==> src/rx_flags_pkg.sv <==
`default_nettype none
package rx_flags_pkg;
  // Register indices; byte address is four times the index
  localparam logic [7:0] IDX_CABLE = 8'h6f; // Cable/decrypt levels
  localparam logic [7:0] IDX_NEWPKT = 8'h79; // New packet levels
  localparam logic [7:0] IDX_PKT_FLAGS = 8'h7e; // Packet event flags
  localparam logic [7:0] IDX_PKT_CLEAR = 8'h80; // Packet event clear
  localparam logic [7:0] IDX_CLK_FLAGS = 8'h83; // Clock event flags
  localparam logic [7:0] IDX_CLK_CLEAR = 8'h85; // Clock event clear
  localparam logic [7:0] IDX_MARKS = 8'h90; // Buffer high/low marks
  localparam logic [7:0] IDX_TOL = 8'h91; // Link freq tolerance
  localparam logic [7:0] IDX_CTS_LIM = 8'h92; // CTS change limit
  localparam logic [7:0] IDX_IRQ_STAT = 8'h93; // Interrupt status
  localparam logic [7:0] IDX_IRQ_MASK = 8'h94; // Interrupt mask
  localparam int ADR_W = 10; // Byte address width
  // Bit positions in the packet event bank
  localparam int B_GAMUT = 0;
  localparam int B_BODY_ERR = 1;
  localparam int B_PKT_ERR = 2;
  localparam int B_N_CHG = 3;
  localparam int B_CTS = 4;
  localparam int B_OVERRUN = 5;
  localparam int B_UNDERRUN = 6;
  localparam int B_NEAR_FULL = 7;
  // Bit positions in the clock event bank
  localparam int B_NEAR_EMPTY = 0;
  localparam int B_FREQ = 1;
  localparam int B_FLAT = 2;
  localparam int B_RATE = 3;
  localparam int B_PARITY = 4;
  localparam int B_TYPE = 5;
  localparam int B_IRREG = 6;
  localparam int B_DEPTH = 7;
  // Field positions in the marks register
  localparam int F_HIGH_LSB = 0;
  localparam int F_LOW_LSB = 8;
  // Reset values of control registers
  localparam logic [7:0] RST_HIGH_MARK = 8'h60;
  localparam logic [7:0] RST_LOW_MARK = 8'h20;
  localparam logic [3:0] RST_TOL = 4'h4;
  localparam logic [19:0] RST_CTS_LIM = 20'h00100;
  localparam logic [15:0] RST_IRQ_MASK = 16'h0000;
  // Both event banks travel together
  typedef struct packed {
    logic [7:0] clk; // Clock bank, upper byte
    logic [7:0] pkt; // Packet bank, lower byte
  } flag_bank_t;
  // Received audio kind
  typedef enum logic [2:0] {
    AUD_NONE, AUD_PCM, AUD_DSD, AUD_HBR, AUD_DST
  } audio_kind_t;
endpackage
`default_nettype wire

==> src/rx_packet_audio_status_flags.sv <==
// Overview of operation
// Changed gamut packet sets flag until cleared
// Audio body uncorrectable error sets sticky flag
// Any packet correction failure sets sticky flag
// Changed regeneration N value sets sticky flag
// CTS moving beyond limit sets sticky flag
// Write pointer reaching read pointer flags overrun
// Read pointer reaching write pointer flags underrun
// Stereo entry count at/above high mark
// Stereo entry count at/below low mark
// Link frequency shift beyond tolerance sets flag
// Sample packet with flat bit sets flag
// Sampling frequency field change sets flag
// Audio sample parity error sets flag
// Audio kind change among five kinds
// Irregular or missing link clock pulses
// Deep colour mode change sets flag
// Writing one clears; zero ignored; reads zero
// Set wins over same-cycle clear
`timescale 1ns/1ps
`default_nettype none
module rx_packet_audio_status_flags #(
  parameter int PTR_W = 7, // Audio buffer pointer width
  parameter int FREQ_W = 13 // Measured link frequency width
) (
  input wire logic MCLK_I, // 200 MHz clock
  input wire logic RESETN_I, // Async reset, active low
  // Classic Wishbone slave
  input wire logic CYC_I, // Bus cycle
  input wire logic STB_I, // Strobe
  input wire logic WE_I, // Write enable
  input wire logic [3:0] SEL_I, // Byte lanes
  input wire logic [rx_flags_pkg::ADR_W-1:0] ADR_I, // Byte address
  input wire logic [31:0] DAT_I, // Write data
  output logic [31:0] DAT_O, // Read data
  output logic ACK_O, // Acknowledge
  output logic IRQ_O, // Level interrupt
  // Read-only level groups
  input wire logic [2:0] CABLE_FLAGS_I, // Cable/decrypt levels
  input wire logic [7:0] NEW_PKT_FLAGS_I, // New packet levels
  // Packet processing events
  input wire logic GAMUT_STB_I, // Gamut packet received
  input wire logic [31:0] GAMUT_SUM_I, // Gamut content digest
  input wire logic BODY_ERR_I, // Audio body uncorrectable
  input wire logic PKT_ERR_I, // Any packet uncorrectable
  input wire logic ACR_STB_I, // Regeneration packet
  input wire logic [19:0] ACR_N_I, // N value
  input wire logic [19:0] ACR_CTS_I, // CTS value
  // Audio buffer pointers
  input wire logic BUF_WR_I, // Buffer write
  input wire logic BUF_RD_I, // Buffer read
  input wire logic [PTR_W-1:0] WR_PTR_I, // Write pointer
  input wire logic [PTR_W-1:0] RD_PTR_I, // Read pointer
  // Audio sample events
  input wire logic SAMPLE_STB_I, // Sample packet received
  input wire logic FLAT_BIT_I, // Flat line bit
  input wire logic PARITY_ERR_I, // Sample parity error
  input wire logic CS_STB_I, // Channel status valid
  input wire logic [3:0] FS_FIELD_I, // Sampling freq field
  input wire logic PCM_AUDIO_SEEN_I, // PCM detected
  input wire logic ONE_BIT_AUDIO_SEEN_I, // One-bit detected
  input wire logic COMPRESSED_ONE_BIT_SEEN_I, // Compressed one-bit
  input wire logic HIGH_RATE_AUDIO_SEEN_I, // High rate detected
  // Link monitoring
  input wire logic FREQ_STB_I, // New frequency measure
  input wire logic [FREQ_W-1:0] FREQ_I, // Measured frequency
  input wire logic CLK_IRREG_I, // Irregular link clock
  input wire logic [1:0] DEPTH_MODE_I, // Deep colour mode
  output logic [15:0] FLAGS_O // Raw flags, both banks
);

  // Absolute difference, shared by the CTS and frequency checks
  function automatic logic [19:0] abs_diff(
    input logic [19:0] a,
    input logic [19:0] b
  );
    // Larger minus smaller, so no wrap on an unsigned result
    abs_diff = (a >= b) ? (a - b) : (b - a);
  endfunction

  // Byte-lane merge of write data into a register image
  function automatic logic [31:0] merge(
    input logic [31:0] old,
    input logic [31:0] wd,
    input logic [3:0] sel
  );
    // Lanes with a clear select keep the old byte
    merge = old;
    for (int i = 0; i < 4; i++) begin
      if (sel[i]) begin
        merge[i*8 +: 8] = wd[i*8 +: 8];
      end
    end
  endfunction

  // Bus decode
  logic req; // Request pending, not yet answered
  logic acc; // Edge at which the access completes
  logic [7:0] idx; // Register index
  logic adr_ok; // Address word aligned, any index
  logic wr; // Write completes this edge
  logic rd; // Read completes this edge

  // ACK_O masks the request, so a held strobe is answered every other cycle
  assign req = CYC_I & STB_I & ~ACK_O;
  assign acc = CYC_I & STB_I & ACK_O;
  assign idx = ADR_I[9:2];
  // Misaligned addresses are acknowledged but touch nothing
  assign adr_ok = (ADR_I[1:0] == 2'h0);
  assign wr = acc & WE_I & adr_ok;
  assign rd = acc & ~WE_I & adr_ok;

  // Control registers
  logic [7:0] audio_buf_high_mark; // Near-full mark
  logic [7:0] low_mark; // audio_buf_low_mark
  logic [3:0] link_freq_tolerance; // Allowed frequency shift
  logic [19:0] cts_limit; // Allowed CTS movement
  logic [15:0] irq_mask; // Interrupt mask, flag layout
  logic [15:0] irq_stat; // Sticky interrupt status
  rx_flags_pkg::flag_bank_t flags; // Raw sticky flags
  rx_flags_pkg::flag_bank_t set_ev; // Events this cycle
  rx_flags_pkg::flag_bank_t clr; // Clear strobes this cycle
  logic [31:0] marks_img; // Marks register image
  logic [31:0] marks_new; // Marks after merge

  assign marks_img = {16'h0000, low_mark, audio_buf_high_mark};
  assign marks_new = merge(marks_img, DAT_I, SEL_I);

  // Control writes, taken at the acknowledge edge
  always_ff @(posedge MCLK_I or negedge RESETN_I) begin
    if (!RESETN_I) begin
      audio_buf_high_mark <= rx_flags_pkg::RST_HIGH_MARK;
      low_mark <= rx_flags_pkg::RST_LOW_MARK;
      link_freq_tolerance <= rx_flags_pkg::RST_TOL;
      cts_limit <= rx_flags_pkg::RST_CTS_LIM;
      irq_mask <= rx_flags_pkg::RST_IRQ_MASK;
    end else if (wr) begin
      case (idx)
        rx_flags_pkg::IDX_MARKS: begin
          // Unselected lanes keep their old byte
          audio_buf_high_mark <= marks_new[rx_flags_pkg::F_HIGH_LSB +: 8];
          low_mark <= marks_new[rx_flags_pkg::F_LOW_LSB +: 8];
        end
        rx_flags_pkg::IDX_TOL: begin
          // Only lane 0 carries the tolerance
          if (SEL_I[0]) begin
            link_freq_tolerance <= DAT_I[3:0];
          end
        end
        rx_flags_pkg::IDX_CTS_LIM: begin
          // Bits above the limit's width are dropped on purpose
          cts_limit <= 20'(merge({12'h000, cts_limit}, DAT_I, SEL_I));
        end
        rx_flags_pkg::IDX_IRQ_MASK: begin
          irq_mask <= 16'(merge({16'h0000, irq_mask}, DAT_I, SEL_I));
        end
        default: begin
          // Other indices hold no control state
        end
      endcase
    end
  end

  // Clear strobes; only a one in lane 0 clears, zeros do nothing
  // Clear registers hold nothing, the strobe lasts one cycle
  always_comb begin
    clr = '0;
    if (wr && SEL_I[0]) begin
      if (idx == rx_flags_pkg::IDX_PKT_CLEAR) begin
        clr.pkt = DAT_I[7:0];
      end
      if (idx == rx_flags_pkg::IDX_CLK_CLEAR) begin
        clr.clk = DAT_I[7:0];
      end
    end
  end

  // History of previously received values
  logic [31:0] gamut_prev; // Last gamut digest
  logic gamut_seen; // A gamut packet was received
  logic [19:0] n_prev; // Last regeneration N
  logic [19:0] cts_prev; // Last regeneration CTS
  logic acr_seen; // A regeneration packet was received
  logic [3:0] fs_prev; // Last sampling freq field
  logic cs_seen; // Channel status was received
  logic [FREQ_W-1:0] freq_ref; // Reference link frequency
  logic freq_seen; // A measurement was taken
  logic freq_moved; // Shift beyond tolerance
  rx_flags_pkg::audio_kind_t kind; // Current audio kind
  rx_flags_pkg::audio_kind_t kind_prev; // Previous audio kind
  logic [1:0] depth_prev; // Previous deep colour mode

  // First packet only primes the history, it is not a change
  always_ff @(posedge MCLK_I or negedge RESETN_I) begin
    if (!RESETN_I) begin
      gamut_prev <= 32'h0000_0000;
      gamut_seen <= 1'b0;
      n_prev <= 20'h00000;
      cts_prev <= 20'h00000;
      acr_seen <= 1'b0;
      fs_prev <= 4'h0;
      cs_seen <= 1'b0;
      freq_ref <= '0;
      freq_seen <= 1'b0;
    end else begin
      // Digest compare only; a collision would hide a change
      if (GAMUT_STB_I) begin
        gamut_prev <= GAMUT_SUM_I;
        gamut_seen <= 1'b1;
      end
      // N and CTS history both advance on every packet
      if (ACR_STB_I) begin
        n_prev <= ACR_N_I;
        cts_prev <= ACR_CTS_I;
        acr_seen <= 1'b1;
      end
      // Whole field compared, any bit change counts
      if (CS_STB_I) begin
        fs_prev <= FS_FIELD_I;
        cs_seen <= 1'b1;
      end
      // Reference moves only on a reported shift, so slow drift
      // accumulates until it crosses the tolerance
      if (FREQ_STB_I && (!freq_seen || freq_moved)) begin
        freq_ref <= FREQ_I;
        freq_seen <= 1'b1;
      end
    end
  end

  // Audio kind and colour depth history, updated every cycle
  // A glitch on a detector line shows as two changes
  always_ff @(posedge MCLK_I or negedge RESETN_I) begin
    if (!RESETN_I) begin
      kind_prev <= rx_flags_pkg::AUD_NONE;
      depth_prev <= 2'h0;
    end else begin
      kind_prev <= kind;
      depth_prev <= DEPTH_MODE_I;
    end
  end

  // Audio kind from the detection bits; one-bit kinds first
  // Several detectors high at once count as the first one
  always_comb begin
    if (COMPRESSED_ONE_BIT_SEEN_I) begin
      kind = rx_flags_pkg::AUD_DST;
    end else if (ONE_BIT_AUDIO_SEEN_I) begin
      kind = rx_flags_pkg::AUD_DSD;
    end else if (HIGH_RATE_AUDIO_SEEN_I) begin
      kind = rx_flags_pkg::AUD_HBR;
    end else if (PCM_AUDIO_SEEN_I) begin
      kind = rx_flags_pkg::AUD_PCM;
    end else begin
      kind = rx_flags_pkg::AUD_NONE;
    end
  end

  // Event detectors
  logic [19:0] freq_delta; // Frequency shift
  logic [19:0] cts_delta; // CTS movement
  logic [PTR_W-1:0] wr_next; // Write pointer after write
  logic [PTR_W-1:0] fill; // Entries holding stereo data

  assign freq_delta = abs_diff(20'(FREQ_I), 20'(freq_ref));
  assign freq_moved = (freq_delta > 20'(link_freq_tolerance));
  assign cts_delta = abs_diff(ACR_CTS_I, cts_prev);
  // Overrun looks one write ahead of the read pointer
  assign wr_next = WR_PTR_I + PTR_W'(1);
  // Fill wraps with the pointers, so a full buffer reads as
  // empty; the overrun flag is what reports that case
  assign fill = WR_PTR_I - RD_PTR_I;

  // Level sources set their flag on every cycle they hold
  always_comb begin
    set_ev = '0;
    set_ev.pkt[rx_flags_pkg::B_GAMUT] = GAMUT_STB_I & gamut_seen &
      (GAMUT_SUM_I != gamut_prev);
    set_ev.pkt[rx_flags_pkg::B_BODY_ERR] = BODY_ERR_I;
    set_ev.pkt[rx_flags_pkg::B_PKT_ERR] = PKT_ERR_I;
    set_ev.pkt[rx_flags_pkg::B_N_CHG] = ACR_STB_I & acr_seen &
      (ACR_N_I != n_prev);
    set_ev.pkt[rx_flags_pkg::B_CTS] = ACR_STB_I & acr_seen &
      (cts_delta > cts_limit);
    set_ev.pkt[rx_flags_pkg::B_OVERRUN] = BUF_WR_I &
      (wr_next == RD_PTR_I);
    set_ev.pkt[rx_flags_pkg::B_UNDERRUN] = BUF_RD_I &
      (RD_PTR_I == WR_PTR_I);
    set_ev.pkt[rx_flags_pkg::B_NEAR_FULL] =
      (32'(fill) >= 32'(audio_buf_high_mark));
    set_ev.clk[rx_flags_pkg::B_NEAR_EMPTY] =
      (32'(fill) <= 32'(low_mark));
    set_ev.clk[rx_flags_pkg::B_FREQ] = FREQ_STB_I & freq_seen &
      freq_moved;
    set_ev.clk[rx_flags_pkg::B_FLAT] = SAMPLE_STB_I & FLAT_BIT_I;
    set_ev.clk[rx_flags_pkg::B_RATE] = CS_STB_I & cs_seen &
      (FS_FIELD_I != fs_prev);
    set_ev.clk[rx_flags_pkg::B_PARITY] = SAMPLE_STB_I &
      PARITY_ERR_I;
    set_ev.clk[rx_flags_pkg::B_TYPE] = (kind != kind_prev);
    set_ev.clk[rx_flags_pkg::B_IRREG] = CLK_IRREG_I;
    set_ev.clk[rx_flags_pkg::B_DEPTH] =
      (DEPTH_MODE_I != depth_prev);
  end

  // Sticky raw flags; an event in the clearing cycle survives
  // A level-held flag clears for good only once its cause ends
  always_ff @(posedge MCLK_I or negedge RESETN_I) begin
    if (!RESETN_I) begin
      flags <= '0;
    end else begin
      flags <= set_ev | (flags & ~clr);
    end
  end

  // Interrupt status: set by events, cleared by reading it
  // Writes to the clear registers leave this copy untouched
  always_ff @(posedge MCLK_I or negedge RESETN_I) begin
    if (!RESETN_I) begin
      irq_stat <= 16'h0000;
    end else if (rd && idx == rx_flags_pkg::IDX_IRQ_STAT) begin
      irq_stat <= set_ev; // Event in the reading cycle is kept
    end else begin
      irq_stat <= irq_stat | set_ev;
    end
  end

  // Level interrupt while any unmasked status bit is set
  // Registered for a clean pin, at one cycle of extra latency
  always_ff @(posedge MCLK_I or negedge RESETN_I) begin
    if (!RESETN_I) begin
      IRQ_O <= 1'b0;
    end else begin
      IRQ_O <= |(irq_stat & irq_mask);
    end
  end

  // Raw flags leave the block straight from the register
  assign FLAGS_O = flags;

  // Read mux; clear registers and unmapped words read as zero
  // Level groups are shown as they stand, not latched
  logic [31:0] rdata; // Selected read word

  always_comb begin
    rdata = 32'h0000_0000;
    if (adr_ok) begin
      case (idx)
        rx_flags_pkg::IDX_CABLE: rdata[2:0] = CABLE_FLAGS_I;
        rx_flags_pkg::IDX_NEWPKT: rdata[7:0] = NEW_PKT_FLAGS_I;
        rx_flags_pkg::IDX_PKT_FLAGS: rdata[7:0] = flags.pkt;
        rx_flags_pkg::IDX_CLK_FLAGS: rdata[7:0] = flags.clk;
        rx_flags_pkg::IDX_MARKS: rdata = marks_img;
        rx_flags_pkg::IDX_TOL: rdata[3:0] = link_freq_tolerance;
        rx_flags_pkg::IDX_CTS_LIM: rdata[19:0] = cts_limit;
        rx_flags_pkg::IDX_IRQ_STAT: rdata[15:0] = irq_stat;
        rx_flags_pkg::IDX_IRQ_MASK: rdata[15:0] = irq_mask;
        default: rdata = 32'h0000_0000; // Clear regs read zero
      endcase
    end
  end

  // One wait state: answer one edge after the request, for one cycle
  // DAT_O keeps the last read word; writes leave it alone
  always_ff @(posedge MCLK_I or negedge RESETN_I) begin
    if (!RESETN_I) begin
      ACK_O <= 1'b0;
      DAT_O <= 32'h0000_0000;
    end else begin
      ACK_O <= req;
      if (req && !WE_I) begin
        DAT_O <= rdata;
      end
    end
  end

endmodule
`default_nettype wire

==> config.mk <==
export PLATFORM = sky130hd
export DESIGN_NAME = rx_packet_audio_status_flags
export DESIGN_NICKNAME = d
export VERILOG_FILES = /design/src/rx_flags_pkg.sv /design/src/rx_packet_audio_status_flags.sv
export SDC_FILE = /design/constraint.sdc
export NUM_CORES = 1
export LEC_CHECK = 0
export BUFFER_PORTS_ARGS = -buffer_cell sky130_fd_sc_hd__buf_2
export CORE_MARGIN = 1
export CORE_UTILIZATION = 45
export DETAILED_ROUTE_END_ITERATION = 10
export PLACE_DENSITY_LB_ADDON = 0.15
export SLEW_MARGIN = 40
export SYNTH_ARGS = -nofsm -noshare
export SYNTH_HDL_FRONTEND = slang
export SYNTH_SLANG_ARGS = --single-unit
==> constraint.sdc <==
create_clock -name MCLK_I -period 12.1 [get_ports MCLK_I]
set_input_delay 3.025 -clock MCLK_I [delete_from_list [all_inputs] [get_ports MCLK_I]]
set_output_delay 3.025 -clock MCLK_I [all_outputs]
set_load 0.01 [all_outputs]
==> results.ini <==
[run_status]
outcome=finished, final reports clean

[clocking]
numCtsBuffers=26
hold_buffers=0
post_cts_resized=0
clk_latency_ps=530
path_clk_slew_ps=60
cts.path.max_buffers=3
htreeDepth=1
cts_setup_buffers=0
cts_tree=done
root_buffer=clkbuf_16
cts_sinks=208

[synth]
seq_area_frac_synth_pct=37.69
synth_edf_count=0
syn_inst=1450
synth_top_area_share_pct=36.74
yosys_warnings=0
yosysUniqueCellTypes=80
yosys.area.top_type=dfrtp_1
netlist_area_um2=13830
async_flop_share_pct=100.0
synth_area_per_cell_um2=9.537
ys_dominant_reg_cell=dfrtp_1
synth_seq_cells=208
yosys-top-cells-area=dfrtp_1 (37%), ha_1 (10%), mux2_2 (6.7%)

[routing]
drc=0
vias=11300
drt_iter0_markers=570
first_pass_iters=5
viasPerCell=5.489
ant_nets=0
routedWlPerCell_um=17.91
drt-total-wl_um=36870

[power_and_ir_drop]
total_power_mw=2.097
power_density_nw_per_um2=129.5
leakagePower_nw=7.993
ir_worst_vdd_mv=0.1515

[hold_path]
holdPathStages=1
worst_hold_startpoint=cs_seen$_DFFE_PN0P_
holdPathEnd=cs_seen$_DFFE_PN0P_
hold_path.class=flop to flop

[sta]
fin_skew_ps=11.18
period_share_pct=61.31
rsz0062_at_grt=no
max_freq_mhz=134.8
fin_ws_ps=4682
worst_pin_slew_ps=867.9
timing.final.max_slew_violations=0
hold_ws_ps=465.1
finalHoldViolCount=0
tns_ps=0
setup-violations-final=0
post-route-min-period_ps=7418
relSlewSlack_pct=41.92

[cells_and_area]
final_cell_mix=buf_2 (206), dfrtp_1 (203), nand2_1 (163)
nNetsFinal=1937
fillers=2801
final_common_cell=buf_2
final_core_util_pct=54.05
areaGrowthSynthToFinish_pct=17.07
layout-drive-gt1-share_pct=22.72

[critical_path]
r2r_slack_ps=6990
path_max_fanout=21
arrival_ps=7890
crit_type=input port to flop
endpoint_kind=flop
required_ps=12570
r2r-end=irq_stat[4]$_DFF_PN0_
r2r_cells=20
cp-start-kind=input port
timing.rr.start=cts_prev[0]$_DFFE_PN0P_

[die]
ioPinCount=233
chipWidth_um=177.3
core_region_area_um2=29950
die-area_um2=31440
rows=63
initial_core_util_pct=46.17
die_h_um=177.3

[run]
maxCapViolations=0

[global_routing]
grt_max_degree=83
gr-usage-all-layers_pct=23.50
grt_pass1_vias=11160
overflow=0
grt_pass1_wl_um=58460
antenna_found_initial=13

[placed_design]
preCtsSetupSlack_ps=4180
gp_congestion=0.8673
numPortBuffers=207
dpl.hpwl_um=28100

[sequential cells by signal, indices dropped and copies added (netlist names)]
signal / count
FLAGS_O: 16
irq_mask: 16
gamut_prev: 32
cts_prev: 20
freq_ref: 13
cs_seen: 1
fs_prev: 4
acr_seen: 1
irq_stat: 16
depth_prev: 2
link_freq_tolerance: 4
low_mark: 8
gamut_seen: 1
kind_prev: 3
n_prev: 20
audio_buf_high_mark: 8
freq_seen: 1
cts_limit: 20
DAT_O: 20
IRQ_O: 1
ACK_O: 1
[cell type report]
class	count	area (um^2)	area share (%)
Antenna cell	10	25.02	0.1546
Timing Repair Buffer	218	1159	7.157
Clock inverter	8	190.2	1.175
Clock buffer	40	754.5	4.660
Multi-Input combinational cell	1062	7900	48.80
Tap cell	390	488.0	3.014
Inverter	123	461.7	2.852
Sequential cell	208	5211	32.19
[cell families after synthesis]
kind of cell	synth area share, %
flops	37.69
compound gates	18.93
xor+xnor	6.334
buf+inv	5.736
simple gates	11.47
other cells	0.02712
mux	9.139
fa+ha+maj	10.68
[cells in the mapped netlist (all sizes together), types with 7 or more instances]
library cell  instances
a221oi                8
buf                  24
nor4                 15
nand2               165
xnor2                45
ha                  110
xor2                 55
inv                 123
a222oi                8
o211ai                9
o21ai                99
mux2                 82
mux2i                25
and3                  7
o21a                 11
nor2                 52
nand4                21
dfrtp               203
clkbuf               44
a21o                 71
nand3                15
a22o                 21
a22oi                25
a31oi                 8
o21bai                9
nor2b                 8
nand2b               12
a21oi                71
nor3                 17
[critical path, cell delays in order]
cell and delay, ps:
buf_2 110, inv_1 50, ha_1 150, inv_1 50, fa_1 410, a211o_1 280
a21oi_1 240, a21oi_1 120, o2111ai_1 200, nand3_1 410, buf_4 380, a221o_1 410
a21oi_1 190, xnor2_1 100, ha_1 280, nand4_1 160, nor4_1 430, o21ai_0 220
o211ai_1 140, a21oi_1 90, a211oi_1 310, a21o_1 120
[how the worst max path moves through the flow]
| stage | from | end | slack (ps) |
|---|---|---|---|
| after floorplan | ACR_CTS_I[0] | irq_stat[4]$_DFF_PN0_ | 5270 |
| after global placement | ACR_CTS_I[0] | irq_stat[4]$_DFF_PN0_ | 4230 |
| after detailed placement | ACR_CTS_I[0] | irq_stat[4]$_DFF_PN0_ | 4180 |
| after CTS | ACR_CTS_I[0] | irq_stat[4]$_DFF_PN0_ | 4710 |
| after global routing | ACR_CTS_I[0] | irq_stat[4]$_DFF_PN0_ | 4250 |
| final | ACR_CTS_I[0] | irq_stat[4]$_DFF_PN0_ | 4680 |
[report_power, final]
group / internal (mW) / switching [mW] / leakage (nW) / total (mW)
clock network: 0.555 / 0.306 / 0.459 / 0.861
logic: 0.208 / 0.268 / 5.16 / 0.476
registers: 0.734 / 0.0263 / 2.38 / 0.760
total: 1.50 / 0.601 / 7.99 / 2.10
[layer usage]
layer / global-route usage (%) / share of wire (%) / up-vias
li1: - / - / 5484
met1: 30.84 / 44 / 5431
met2: 38.04 / 46 / 318
met3: 6.170 / 7.9 / 63
met4: 6.660 / 2.4 / 6
met5: 0 / 0.092 / -
[through the flow]
step                      area, um^2  std cells
final                          16190       2059
after global routing           16180       2054
after CTS                      16150       2049
after detailed placement       15200       2001
after global placement         15150       1999
after floorplan                13870       1461
(Power assumes the default switching activity.)
